$ cat config.mk
export PLATFORM = sky130hd
export DESIGN_NAME = dcadc_core
export DESIGN_NICKNAME = d
export VERILOG_FILES = /design/src/dcadc_pkg.sv /design/src/dcadc_buf2.sv /design/src/dcadc_core.sv
export VERILOG_INCLUDE_DIRS = /design/src
export SDC_FILE = /design/constraint.sdc
export NUM_CORES = 1
export LEC_CHECK = 0
export BUFFER_PORTS_ARGS = -buffer_cell sky130_fd_sc_hd__buf_2
export CAP_MARGIN = 20
export CORE_AREA = 2 2 115 117
export CTS_CLUSTER_SIZE = 10
export DETAILED_ROUTE_END_ITERATION = 8
export DIE_AREA = 0 0 117 119
export PLACE_DENSITY_LB_ADDON = 0.08
export SYNTH_ARGS = -nofsm -noshare
export SYNTH_HDL_FRONTEND = slang
export SYNTH_SLANG_ARGS = --single-unit
$ cat constraint.sdc
create_clock -name i_clock -period 1.6 [get_ports i_clock]
set_clock_uncertainty 0.1 [all_clocks]
set_input_delay 0.08 -clock i_clock [delete_from_list [all_inputs] [get_ports i_clock]]
set_output_delay 0.08 -clock i_clock [all_outputs]
set_load 0.1 [all_outputs]
$ cat src/dcadc_defines.svh
`ifndef DCADC_DEFINES_SVH
`define DCADC_DEFINES_SVH

// Result width and the clamp codes, in two's complement form
`define DCADC_RES_W 10
`define DCADC_CODE_MAX 10'h1FF
`define DCADC_CODE_MIN 10'h200
`define DCADC_CODE_MSB 10'h200
// Input units per result step: full scale at low gain is -512 to +511 input units
`define DCADC_IN_LIM_POS 511
`define DCADC_IN_LIM_NEG -512
// Latencies in half clock cycles from the sampling (falling) edge
`define DCADC_LAT_PAR_HALF 5
`define DCADC_LAT_MUX_I_HALF 5
`define DCADC_LAT_MUX_Q_HALF 6
// Clock figures
`define DCADC_CLK_PERIOD_NS 50
`define DCADC_RATE_MAX_MSPS 30
`define DCADC_CLK_MIN_MHZ 1

`endif

$ cat src/dcadc_pkg.sv
package dcadc_pkg;
  typedef enum logic {
    DCADC_MUXED,
    DCADC_PARALLEL
  } dcadc_mode_type;

  typedef enum logic {
    DCADC_OFFSET_BIN,
    DCADC_TWOS_COMP
  } dcadc_format_type;
endpackage

$ cat src/dcadc_buf2.sv
`timescale 1ns/1ps
module dcadc_buf2 #(
  parameter int WIDTH = 20
) (
  input wire logic i_clock,
  input wire logic i_arst_n,
  input wire logic i_in_valid,
  output logic o_in_ready,
  input wire logic [WIDTH-1:0] i_in_data,
  output logic o_out_valid,
  input wire logic i_out_ready,
  output logic [WIDTH-1:0] o_out_data
);
  logic [WIDTH-1:0] mem_q [2];
  logic wr_ptr_q;
  logic rd_ptr_q;
  logic [1:0] count_q;
  logic push;
  logic pop;

  generate
    if (WIDTH < 1) begin : g_bad_width
      $error("dcadc_buf2 needs WIDTH of at least 1");
    end
  endgenerate

  assign push = i_in_valid && (count_q != 2'h2);
  assign pop = (count_q != 2'h0) && i_out_ready;
  assign o_in_ready = (count_q != 2'h2);
  assign o_out_valid = (count_q != 2'h0);
  assign o_out_data = mem_q[rd_ptr_q];

  always_ff @(posedge i_clock or negedge i_arst_n) begin
    if (!i_arst_n) begin
      mem_q[0] <= '0;
      mem_q[1] <= '0;
    end else if (push) begin
      mem_q[wr_ptr_q] <= i_in_data;
    end
  end

  always_ff @(posedge i_clock or negedge i_arst_n) begin
    if (!i_arst_n) begin
      wr_ptr_q <= 1'b0;
      rd_ptr_q <= 1'b0;
      count_q <= 2'h0;
    end else begin
      if (push) begin
        wr_ptr_q <= ~wr_ptr_q;
      end
      if (pop) begin
        rd_ptr_q <= ~rd_ptr_q;
      end
      if (push && !pop) begin
        count_q <= count_q + 2'h1;
      end else if (pop && !push) begin
        count_q <= count_q - 2'h1;
      end
    end
  end
endmodule

$ cat src/dcadc_core.sv
// Functional notes
// - Both channels are captured together on every falling clock edge while conversion runs.
// - Parallel mode drives each channel on its own bus after the rising edge.
// - Multiplexed mode shows I after rising edge, Q after falling edge, same bus.
// - Parallel results appear two and a half cycles after sampling.
// - Multiplexed I appears after 2.5 cycles, Q after 3 cycles.
// - Conversion runs every cycle while sleep and quick idle are both low and the word buffer has room.
// - Bus select high selects parallel mode.
// - Bus select low interleaves onto the I bus and holds Q bus low.
// - Input below negative range limit gives the negative full scale code.
// - Input above positive range limit gives the positive full scale code.
// - Ten bit results per channel at up to 30 MSPS.
// - One clock serves both channels and all output timing.
// - Format select low gives offset binary, high gives two's complement.
// - Quick idle holds the last result before idle on the outputs.
// - Sleep and quick idle both high behaves as sleep.
`timescale 1ns/1ps
`include "dcadc_defines.svh"
module dcadc_core
  import dcadc_pkg::*;
#(
  parameter int DIFF_W = 12,
  parameter int RES_W = `DCADC_RES_W,
  parameter int CLK_MHZ = 1000 / `DCADC_CLK_PERIOD_NS
) (
  input wire logic i_clock,
  input wire logic i_arst_n,
  input wire logic signed [DIFF_W-1:0] i_i_diff,
  input wire logic signed [DIFF_W-1:0] i_q_diff,
  input wire logic i_gain_select,
  input wire logic i_bus_arrangement_select,
  input wire logic i_code_format_select,
  input wire logic i_sleep_request,
  input wire logic i_quick_idle_request,
  output logic [RES_W-1:0] o_i_bus,
  output logic [RES_W-1:0] o_q_bus,
  output logic o_chan_phase_q,
  output logic o_sleeping,
  output logic o_quick_idle,
  output logic o_word_valid,
  input wire logic i_word_ready,
  output logic [2*RES_W-1:0] o_word
);
  localparam logic signed [DIFF_W-1:0] LIM_POS = DIFF_W'(`DCADC_IN_LIM_POS);
  localparam logic signed [DIFF_W-1:0] LIM_NEG = DIFF_W'(`DCADC_IN_LIM_NEG);
  localparam int NSYNC = 5;

  generate
    if (RES_W != `DCADC_RES_W || DIFF_W < RES_W + 1) begin : g_bad_width
      $error("dcadc_core supports ten bit results and DIFF_W above RES_W");
    end
    if (CLK_MHZ > `DCADC_RATE_MAX_MSPS || CLK_MHZ < `DCADC_CLK_MIN_MHZ) begin : g_bad_rate
      $error("dcadc_core clock must lie between 1 and 30 MHz");
    end
  endgenerate

  logic [NSYNC-1:0] pins_in;
  logic [NSYNC-1:0] sync1_q;
  logic [NSYNC-1:0] sync2_q;
  dcadc_mode_type mode_q;
  dcadc_format_type fmt_q;
  logic gain_q;
  logic run_q;
  logic buf_ready;
  logic adv;
  logic signed [DIFF_W-1:0] smp_i_q;
  logic signed [DIFF_W-1:0] smp_q_q;
  logic [RES_W-1:0] s1_i_q;
  logic [RES_W-1:0] s1_q_q;
  logic [RES_W-1:0] s2_i_q;
  logic [RES_W-1:0] s2_q_q;
  logic [2:0] vld_q;
  logic adv_seen_q;
  logic [RES_W-1:0] par_i_q;
  logic [RES_W-1:0] par_q_q;
  logic [RES_W-1:0] mux_q_q;

  function automatic logic [RES_W-1:0] f_code(input logic signed [DIFF_W-1:0] d, input logic g,
                                               input dcadc_format_type f);
    logic signed [DIFF_W-1:0] s;
    logic [RES_W-1:0] c;
    s = g ? (d >>> 1) : d;
    if (s < LIM_NEG) begin
      c = `DCADC_CODE_MIN;
    end else if (s > LIM_POS) begin
      c = `DCADC_CODE_MAX;
    end else begin
      c = s[RES_W-1:0];
    end
    return (f == DCADC_TWOS_COMP) ? c : (c ^ `DCADC_CODE_MSB);
  endfunction

  assign pins_in = {i_gain_select, i_code_format_select, i_bus_arrangement_select,
                    i_quick_idle_request, i_sleep_request};

  generate
    for (genvar b = 0; b < NSYNC; b++) begin : g_sync
      always_ff @(posedge i_clock or negedge i_arst_n) begin
        if (!i_arst_n) begin
          sync1_q[b] <= 1'b0;
          sync2_q[b] <= 1'b0;
        end else begin
          sync1_q[b] <= pins_in[b];
          sync2_q[b] <= sync1_q[b];
        end
      end
    end
  endgenerate

  always_ff @(posedge i_clock or negedge i_arst_n) begin
    if (!i_arst_n) begin
      mode_q <= DCADC_MUXED;
      fmt_q <= DCADC_OFFSET_BIN;
      gain_q <= 1'b0;
      run_q <= 1'b0;
      o_sleeping <= 1'b0;
      o_quick_idle <= 1'b0;
    end else begin
      mode_q <= sync2_q[2] ? DCADC_PARALLEL : DCADC_MUXED;
      fmt_q <= sync2_q[3] ? DCADC_TWOS_COMP : DCADC_OFFSET_BIN;
      gain_q <= sync2_q[4];
      run_q <= !sync2_q[0] && !sync2_q[1];
      o_sleeping <= sync2_q[0];
      o_quick_idle <= sync2_q[1] && !sync2_q[0];
    end
  end

  // A full word buffer stalls the whole pipeline, like idle, so no word is lost
  assign adv = run_q && buf_ready;

  // Sampling and conversion stages run on the falling edge of the one clock
  always_ff @(negedge i_clock or negedge i_arst_n) begin
    if (!i_arst_n) begin
      smp_i_q <= '0;
      smp_q_q <= '0;
      s1_i_q <= '0;
      s1_q_q <= '0;
      s2_i_q <= '0;
      s2_q_q <= '0;
      vld_q <= 3'h0;
    end else if (adv) begin
      smp_i_q <= i_i_diff;
      smp_q_q <= i_q_diff;
      s1_i_q <= f_code(smp_i_q, gain_q, fmt_q);
      s1_q_q <= f_code(smp_q_q, gain_q, fmt_q);
      s2_i_q <= s1_i_q;
      s2_q_q <= s1_q_q;
      vld_q <= {vld_q[1:0], 1'b1};
    end
  end

  always_ff @(negedge i_clock or negedge i_arst_n) begin
    if (!i_arst_n) begin
      adv_seen_q <= 1'b0;
    end else begin
      adv_seen_q <= adv && vld_q[1];
    end
  end

  // Rising edge 2.5 cycles after sampling; idle leaves the last result standing
  always_ff @(posedge i_clock or negedge i_arst_n) begin
    if (!i_arst_n) begin
      par_i_q <= '0;
      par_q_q <= '0;
    end else if (adv_seen_q) begin
      par_i_q <= s2_i_q;
      par_q_q <= s2_q_q;
    end
  end

  // Q word moves to the shared bus on the following falling edge, 3.0 cycles
  always_ff @(negedge i_clock or negedge i_arst_n) begin
    if (!i_arst_n) begin
      mux_q_q <= '0;
    end else begin
      mux_q_q <= par_q_q;
    end
  end

  // Half-cycle bus steering needs the clock level itself; flops feed both sides
  assign o_i_bus = (mode_q == DCADC_MUXED && !i_clock) ? mux_q_q : par_i_q;
  assign o_q_bus = (mode_q == DCADC_PARALLEL) ? par_q_q : '0;
  assign o_chan_phase_q = (mode_q == DCADC_MUXED) && !i_clock;

  dcadc_buf2 #(
    .WIDTH(2 * RES_W)
  ) u_buf (
    .i_clock(i_clock),
    .i_arst_n(i_arst_n),
    .i_in_valid(adv_seen_q),
    .o_in_ready(buf_ready),
    .i_in_data({s2_i_q, s2_q_q}),
    .o_out_valid(o_word_valid),
    .i_out_ready(i_word_ready),
    .o_out_data(o_word)
  );

  property p_sample_both;
    @(negedge i_clock) disable iff (!i_arst_n) adv |=> (smp_i_q == $past(i_i_diff)) && (smp_q_q == $past(i_q_diff));
  endproperty
  a_sample_both: assert property (p_sample_both) else $error("channels not sampled together");

  property p_par_update;
    @(posedge i_clock) disable iff (!i_arst_n) adv_seen_q |=> (par_i_q == $past(s2_i_q)) && (par_q_q == $past(s2_q_q));
  endproperty
  a_par_update: assert property (p_par_update) else $error("parallel result not updated");

  property p_hold_idle;
    @(posedge i_clock) disable iff (!i_arst_n) (!run_q) [*2] |=> $stable(par_i_q) && $stable(par_q_q);
  endproperty
  a_hold_idle: assert property (p_hold_idle) else $error("outputs moved while idle");

  property p_mux_q_follow;
    @(posedge i_clock) disable iff (!i_arst_n) $past(i_arst_n) |-> mux_q_q == par_q_q;
  endproperty
  a_mux_q_follow: assert property (p_mux_q_follow) else $error("Q word not moved half cycle later");

  property p_q_bus_low;
    @(posedge i_clock) disable iff (!i_arst_n) (sync2_q[2] == 1'b0) |=> o_q_bus == '0;
  endproperty
  a_q_bus_low: assert property (p_q_bus_low) else $error("Q bus not low in multiplexed mode");

  property p_clamp_neg;
    @(negedge i_clock) disable iff (!i_arst_n)
      adv && !gain_q && (smp_i_q < LIM_NEG) |=>
        s1_i_q == (($past(fmt_q) == DCADC_TWOS_COMP) ? 10'h200 : 10'h000);
  endproperty
  a_clamp_neg: assert property (p_clamp_neg) else $error("negative clamp wrong");

  property p_clamp_pos;
    @(negedge i_clock) disable iff (!i_arst_n)
      adv && gain_q && ((smp_q_q >>> 1) > LIM_POS) |=>
        s1_q_q == (($past(fmt_q) == DCADC_TWOS_COMP) ? 10'h1FF : 10'h3FF);
  endproperty
  a_clamp_pos: assert property (p_clamp_pos) else $error("positive clamp wrong");

  property p_mid_code;
    @(negedge i_clock) disable iff (!i_arst_n)
      adv && (smp_i_q == '0) |=>
        s1_i_q == (($past(fmt_q) == DCADC_TWOS_COMP) ? 10'h000 : 10'h200);
  endproperty
  a_mid_code: assert property (p_mid_code) else $error("zero input code wrong for format");

  property p_sleep_wins;
    @(posedge i_clock) disable iff (!i_arst_n) sync2_q[0] && sync2_q[1] |=> o_sleeping && !o_quick_idle && !run_q;
  endproperty
  a_sleep_wins: assert property (p_sleep_wins) else $error("sleep did not take priority");

  property p_run_rate;
    @(posedge i_clock) disable iff (!i_arst_n) run_q && buf_ready && vld_q[2] |-> adv_seen_q;
  endproperty
  a_run_rate: assert property (p_run_rate) else $error("conversion skipped a cycle while running");

  c_parallel: cover property (@(posedge i_clock) disable iff (!i_arst_n) mode_q == DCADC_PARALLEL && adv_seen_q);
  c_muxed: cover property (@(posedge i_clock) disable iff (!i_arst_n) mode_q == DCADC_MUXED && adv_seen_q);
  c_stall: cover property (@(posedge i_clock) disable iff (!i_arst_n) run_q && !buf_ready);
  c_idle: cover property (@(posedge i_clock) disable iff (!i_arst_n) o_quick_idle [*3]);
endmodule

-- Word level (Yosys, flattened, before mapping)
Cells that the tools add are included.
- register bits: 157
- input port bits: 32
- output and inout port bits: 44
- word-level logic and storage cells: 88
- add/subtract/negate cells: 2
- magnitude comparators: 7
- equality and inequality tests: 1
- multiplexer cells: 22
- bitwise logic cells: 7
- reduce and logical (&&, ||, !) cells: 17
- operator list (operator ; count):
    $mux W10 ; 10
    $mux W20 ; 4
    $bwmux W40 ; 1
    $gt A12 B10 Y1 const B ; 2
    $lt A12 B10 Y1 const B ; 2
    $mux W11 ; 2
    $demux W20 S1 ; 1
    $logic_and A1 B1 Y1 ; 10
    $logic_not A1 Y1 ; 5
    $not A1 Y1 ; 5
    $ge A2 B2 Y1 const B ; 2
    $mux W2 ; 2
    $not A1 Y2 ; 2
    $reduce_bool A2 Y1 ; 2
    $add A2 B1 Y2 const B ; 1
    $lt A2 B1 Y1 const B ; 1
    $mux W1 ; 2
    $ne A2 B2 Y1 const B ; 1
    $sub A2 B1 Y2 const B ; 1

-- Logic depth before layout (Yosys ltp)
Gate-level depths: netlist of the first run.
- depth after elaboration: 7
- mapped depth: 7
- depth with buffers taken out: 7

-- By module
Synthesis of the first run repeated with hierarchy kept, for this count alone.
- cells, all modules: 436
- area total of the unflattened synthesis: 6631.4 um^2
- by module, submodules not included (module ; times used ; cells an instance ; area an instance (um^2) ; seq. area each (um^2)):
    dcadc_core ; 1 ; 313 ; 4609.4 ; 2827.7
    dcadc_buf2 ; 1 ; 123 ; 2021.9 ; 1101.1

==> results of run 1 <==
## sequential cells by signal, summed over array words and instances (netlist names), 2 cells and up
| register | cells |
|---|---|
| par_i_q | 10 |
| s1_q_q | 10 |
| sync2_q | 5 |
| s1_i_q | 10 |
| smp_i_q | 12 |
| par_q_q | 10 |
| u_buf.mem_q | 40 |
| u_buf.count_q | 2 |
| s2_i_q | 10 |
| vld_q | 2 |
| mux_q_q | 10 |
| s2_q_q | 10 |
| smp_q_q | 12 |
| sync1_q | 5 |
## tightest hold or removal path, cell delays in order
cell           delay [ns]
dlygate4sd3_1        0.54
buf_6                0.22
buf_4                0.20
## cell families (layout without fill, tap and decap cells)
group | count (synthesis) | after routing
xor+xnor | 7 | 7
buf+inv | 20 | 210
flops | 157 | 157
compound gates | 26 | 28
simple gates | 45 | 46
fa+ha+maj | 1 | 1
mux | 153 | 153
## routing by layer
layer	share of wire (%)	wire, um	vias up
li1	-	-	1820
met1	41	6260	2060
met2	52	7940	100
met3	3.6	542	38
met4	2.9	444	0
met5	0	0	-
## power groups by stage
stage,Combinational (mW),Sequential (mW),Clock [mW]
after floorplan,6.71,6.52,1.86
after global placement,9.67,6.96,1.91
after detailed placement,9.85,7.06,1.91
after CTS,11.1,7.07,7.33
after global routing,11.7,7.38,7.65
final,11.3,7.20,7.35
## layout make-up
cell class                 count  area, um^2  share of cell area [%]
sequential                   157        3930                    39.6
multi-input combinational    235        2890                    29.0
timing repair buffer         160        1920                    19.3
clock buffer                  46         902                    9.08
tap                          176         220                    2.22
clock inverter                 3        66.3                   0.667
inverter                       1        6.26                  0.0630
## timing repair
| item | in CTS | in global routing |
|---|---|---|
| endpoints found under the hold margin | 87 | 0 |
| setup endpoints to repair | 173 | 173 |
| pin swaps | 13 | 13 |
| hold buffers | 8 | 0 |
| buffers inserted | 22 | 10 |
| gates resized for setup | 123 | 64 |
| cloned | 12 | 3 |
## synthesized netlist by cell type, types with 4 or more instances
library cell | count | area share, %
nand2_1 | 21 | 1.3
buf_2 | 11 | 0.88
dfrtp_1 | 80 | 32
buf_4 | 4 | 0.48
mux2_2 | 117 | 21
and2_1 | 10 | 1.0
dfrtn_1 | 77 | 31
mux2_1 | 18 | 3.2
o21ai_0 | 4 | 0.32
xor2_1 | 4 | 0.56
a22o_1 | 18 | 2.5
mux2i_1 | 18 | 2.9
## through the flow
| stage | instance area, um^2 | worst slack [ns] |
|---|---|---|
| after floorplan | 6730 | -0.591 |
| after global placement | 8170 | -0.566 |
| after detailed placement | 8170 | -0.608 |
| after CTS | 9850 | -0.726 |
| after global routing | 9940 | -0.735 |
| final | 9940 | -0.720 |
## worst max path at each step
stage | cells past startpoint | slack (ns) | endpoint
after floorplan | 4 | -0.59 | s2_i_q[0]
after global placement | 4 | -0.57 | u_buf.mem_q[35]
after detailed placement | 4 | -0.61 | smp_i_q[3]
after CTS | 2 | -0.73 | o_i_bus[1]
after global routing | 2 | -0.73 | o_i_bus[3]
final | 2 | -0.72 | o_i_bus[3]
==> flow_summary.yaml, run 1 <==
status:
  outcome: "finished with violations"
  violations: "setup timing"
synth:
  synthArstFlopShare_pct: 100
  synth_compound_gate_area_share_pct: 3.59
  synthAdderAreaFrac_pct: 0.200
  yosysUniqueCellTypes: 28
  ys_seq_area_share_pct: 62.7
  yosys_warnings: 0
  synth_seq_cells: 157
  syn_avg_cell_area_um2: 15.3
  syn_area_um2: 6270
  synth_mux_area_share_pct: 27.1
  syn_nets: 442
  synth_flop_cell: "dfrtp_1"
  yosys.area_share.simple_pct: 3.63
  yosys.area_share.xor_xnor_pct: 0.978
  syn-instance-count: 409
  synth_top_family_by_area: "multiplexers"
  synth_enable_flop_cells: 0
floorplanning:
  ioPinCount: 76
  initial_core_util_pct: 48.7
  die_h_um: 119
  die_area_um2: 13900
  fp.dieW_um: 117
  core_um2: 12900
  rows: 42
setup_path:
  crit_path_start_kind: "flip-flop"
  worst-path-buf-inv: 1
  timing.critical_path.from: "mux_q_q[3]"
  crit_arrival_ns: 2.14
  cp_max_fo: 1
  endpoint_kind: "output pin"
  rr_startpoint: "u_buf.count_q[0]"
  reg2reg_depth: 5
  path_delay_family: "flip-flops"
  cpPeakStageDelay_ns: 0.35
  cp_slowest_cell: "dfrtn_1"
  r2r-end: "smp_i_q[1]"
  path_cells: "mux2_4 -> buf_12"
  cp.required_ns: 1.42
  regToRegSetupSlack_ns: -0.69
  path_class: "flip-flop to output pin"
drt:
  wire_per_inst_um: 19.5
  wirelength_um: 15200
  drt_iter0_drc: 153
  dr.pass1.iters: 5
  vias: 4018
  drc_errors: 0
  ant_nets: 0
  vias_per_cell: 5.16
power_and_ir_drop:
  power_mw: 25.8
  p_sw_share_pct: 39.9
  seqPwrFrac_pct: 27.9
  p_leak_nw: 4.87
  combPwrFrac_pct: 43.6
  pwr-share-clk_pct: 28.5
  p_int_mw: 15.5
  p_per_area_nw_per_um2: 2600
  p_sw_mw: 10.3
  ir_drop_mv: 1.08
run:
  max_cap_viol_count: 0
placed_design:
  dpl.hpwl_um: 9140
  numPortBuffers: 75
  gp_congestion: 0.769
  dpl.cell_count: 701
global_route:
  grt_pass1_wl_um: 24100
  grt_pass1_vias: 4526
  grt_remaining_overflow: 0
  grtUsageTotal_pct: 23.9
  met3_usage_pct: 7.28
  top_usage_layer: "met2"
  met2_usage_pct: 38.5
  grt_max_degree: 29
  global_route.usage.met1_pct: 28.5
  antenna_found_initial: 0
final_layout:
  final_util_pct: 77.2
  layout_common_cells: "mux2_4, dfrtn_1, dfrtp_1"
  final_common_cell: "mux2_4"
  syn_to_final_growth_pct: 58.6
  nNetsFinal: 621
  antennaDiodeCount: 0
  fill_cells: 734
  final-instance-count-excl-fill: 778
  final_layout_size_suffix_gt1_share_pct: 61.5
sta:
  slew_headroom_pct: 63.1
  whs_ns: 0.0798
  tightest_slew_ns: 0.552
  final_max_slew_viol_count: 0
  hold_violations: 0
  rsz0062_at_grt: "yes"
  fin_tns_setup_ns: -92.72
  final-setup-viol-count: 173
  setup_ws_ns: -0.720
hold_path:
  min_path_type: "primary input to asynchronous set/reset pin"
clock_network:
  insertion_delay_ns: 0.53
  cts_tree: "yes"
  clk_pin_slew_ns: 0.06
Note: power is estimated with default switching activity, not from simulation.
==> run 2, diff against run 1 <==
Settings changed: PLACE_DENSITY_LB_ADDON 0.08 to 0.2.
==> run 2 against run 1 <==
Net effect:
- power down 1.9%
- non-clock buffer count is 14 lower
- register-to-register slack got worse by 0.02 ns
- the run still ends with setup timing left
- routed wire length fell by 1.7%
- worst setup slack gained 0.0063 ns
- first-iteration DRC count shrank 3.3%
- clock power is 4.1% lower
- design area is 1.8% lower
- sequential share of layout area rose by 0.74 points
- hold slack worse by 0.030 ns
- global-route usage is 1.7 points lower
==> flow_summary.yaml, run 2 (synthesis results as in run 1) <==
status:
  outcome: "finished with violations"
  violations: "setup timing"
final_layout:
  antennaDiodeCount: 0
  largest_reg_flops: 40
  nNetsFinal: 607
  final_layout_size_suffix_gt1_share_pct: 60.7
  largest-register: "u_buf.mem_q"
  final_util_pct: 75.8
  fill_cells: 731
  seq_area_um2: 3930
  layout_common_cells: "mux2_4, dfrtn_1, dfrtp_1"
  multi_input_area_um2: 2840
  syn_to_final_growth_pct: 55.7
  final_common_cell: "mux2_4"
  reg_top3: "u_buf.mem_q (40), smp_i_q (12), smp_q_q (12)"
setup_path:
  crit_path_start_kind: "flip-flop"
  path_cells: "nand2b_4 -> nand2_8 -> clkbuf_16 -> mux2_4"
  rr_startpoint: "u_buf.count_q[0]"
  endpoint_kind: "flip-flop"
  cp.required_ns: 1.07
  cpPeakStageDelay_ns: 0.39
  r2r-end: "s2_q_q[2]"
  cp_max_fo: 8
  cp_slowest_cell: "dfrtp_1"
  reg2reg_depth: 4
  path_class: "flip-flop to flip-flop"
  crit_arrival_ns: 1.78
  path_delay_family: "flip-flops"
  regToRegSetupSlack_ns: -0.71
  worst-path-buf-inv: 1
clock_network:
  clk_pin_slew_ns: 0.06
  cts_tree: "yes"
  insertion_delay_ns: 0.53
drt:
  vias: 3949
  wirelength_um: 14900
  dr.pass1.iters: 4
  wire_per_inst_um: 19.5
  drc_errors: 0
  ant_nets: 0
  drt_iter0_drc: 148
  vias_per_cell: 5.17
sta:
  whs_ns: 0.0496
  final_max_slew_viol_count: 0
  tightest_slew_ns: 0.482
  slew_headroom_pct: 68.1
  rsz0062_at_grt: "yes"
  final-setup-viol-count: 164
  setup_ws_ns: -0.713
  fin_tns_setup_ns: -93.21
  hold_violations: 0
global_route:
  grtUsageTotal_pct: 22.3
  grt_pass1_wl_um: 22700
  grt_remaining_overflow: 0
  grt_pass1_vias: 4325
  grt_max_degree: 45
  antenna_found_initial: 0
power_and_ir_drop:
  p_leak_nw: 4.78
  ir_drop_mv: 1.15
  p_per_area_nw_per_um2: 2600
  power_mw: 25.3
placed_design:
  pre_cts_slack_ns: -0.656
  dpl.hpwl_um: 8290
  gp_congestion: 0.756
  numPortBuffers: 75
floorplanning:
  initial_core_util_pct: 48.7
  die_h_um: 119
  die_area_um2: 13900
  rows: 42
  fp.dieW_um: 117
  ioPinCount: 76
  core_um2: 12900
run:
  max_cap_viol_count: 0
hold_path:
  min_path_type: "primary input to asynchronous set/reset pin"
run 2: changes by cell type in the layout (fill, tap and decap cells not counted), moves of 5 or more:
cell	change
buf_12	-5
buf_4	-5
buf_6	-7
mux2_2	+6
mux2_4	-6
run 2: per-layer routing:
metal | track usage (%) | vias up | wire [um]
li1 | - | 1800 | -
met1 | 28.4 | 1999 | 6280
met2 | 33.2 | 113 | 7640
met3 | 7.33 | 37 | 587
met4 | 12.6 | 0 | 419
met5 | 0 | - | 0
run 2: timing repair:
| action | CTS | global route |
|---|---|---|
| pin swaps | 10 | 15 |
| gates resized for setup | 106 | 50 |
| setup endpoints to repair | 173 | 173 |
| gates cloned | 6 | 12 |
| hold buffers | 8 | 0 |
| setup buffers | 10 | 9 |
| endpoints found under the hold margin | 87 | 0 |
run 2: where the power goes:
| part | switching, mW | internal, mW |
|---|---|---|
| clock network | 3.44 | 3.60 |
| registers | 1.46 | 5.70 |
| logic | 5.47 | 5.68 |
| total | 10.4 | 15.0 |
run 2: layout make-up:
| class | instances | area share, % |
|---|---|---|
| Inverter | 1 | 0.0385 |
| Sequential cell | 157 | 40.3 |
| Multi-Input combinational cell | 235 | 29.1 |
| Clock inverter | 12 | 1.12 |
| Timing Repair Buffer | 146 | 18.9 |
| Clock buffer | 37 | 8.20 |
| Tap cell | 176 | 2.26 |
run 2: how the worst max path moves through the flow:
stage,start,endpoint,cells past startpoint
final,u_buf.count_q[0],s2_q_q[2],4
after global routing,u_buf.count_q[0],s2_q_q[2],4
after CTS,mux_q_q[7],o_i_bus[7],2
after detailed placement,u_buf.count_q[0],smp_i_q[8],4
after global placement,u_buf.count_q[0],smp_q_q[5],4
after floorplan,u_buf.count_q[0],s2_i_q[0],4
run 2: stage by stage:
stage          instances  cell area [um^2]
2_1_floorplan        409              6730
3_3_place_gp         689              8030
3_5_place_dp         689              8030
4_1_cts              750              9400
5_1_grt              764              9760
6_report             764              9760
run 2: worst register-to-register path: stages, from the launching register on:
cell and delay [ns]:
dfrtp_1 0.39, nand2b_4 0.19, nand2_8 0.18, clkbuf_16 0.20, mux2_4 0.30
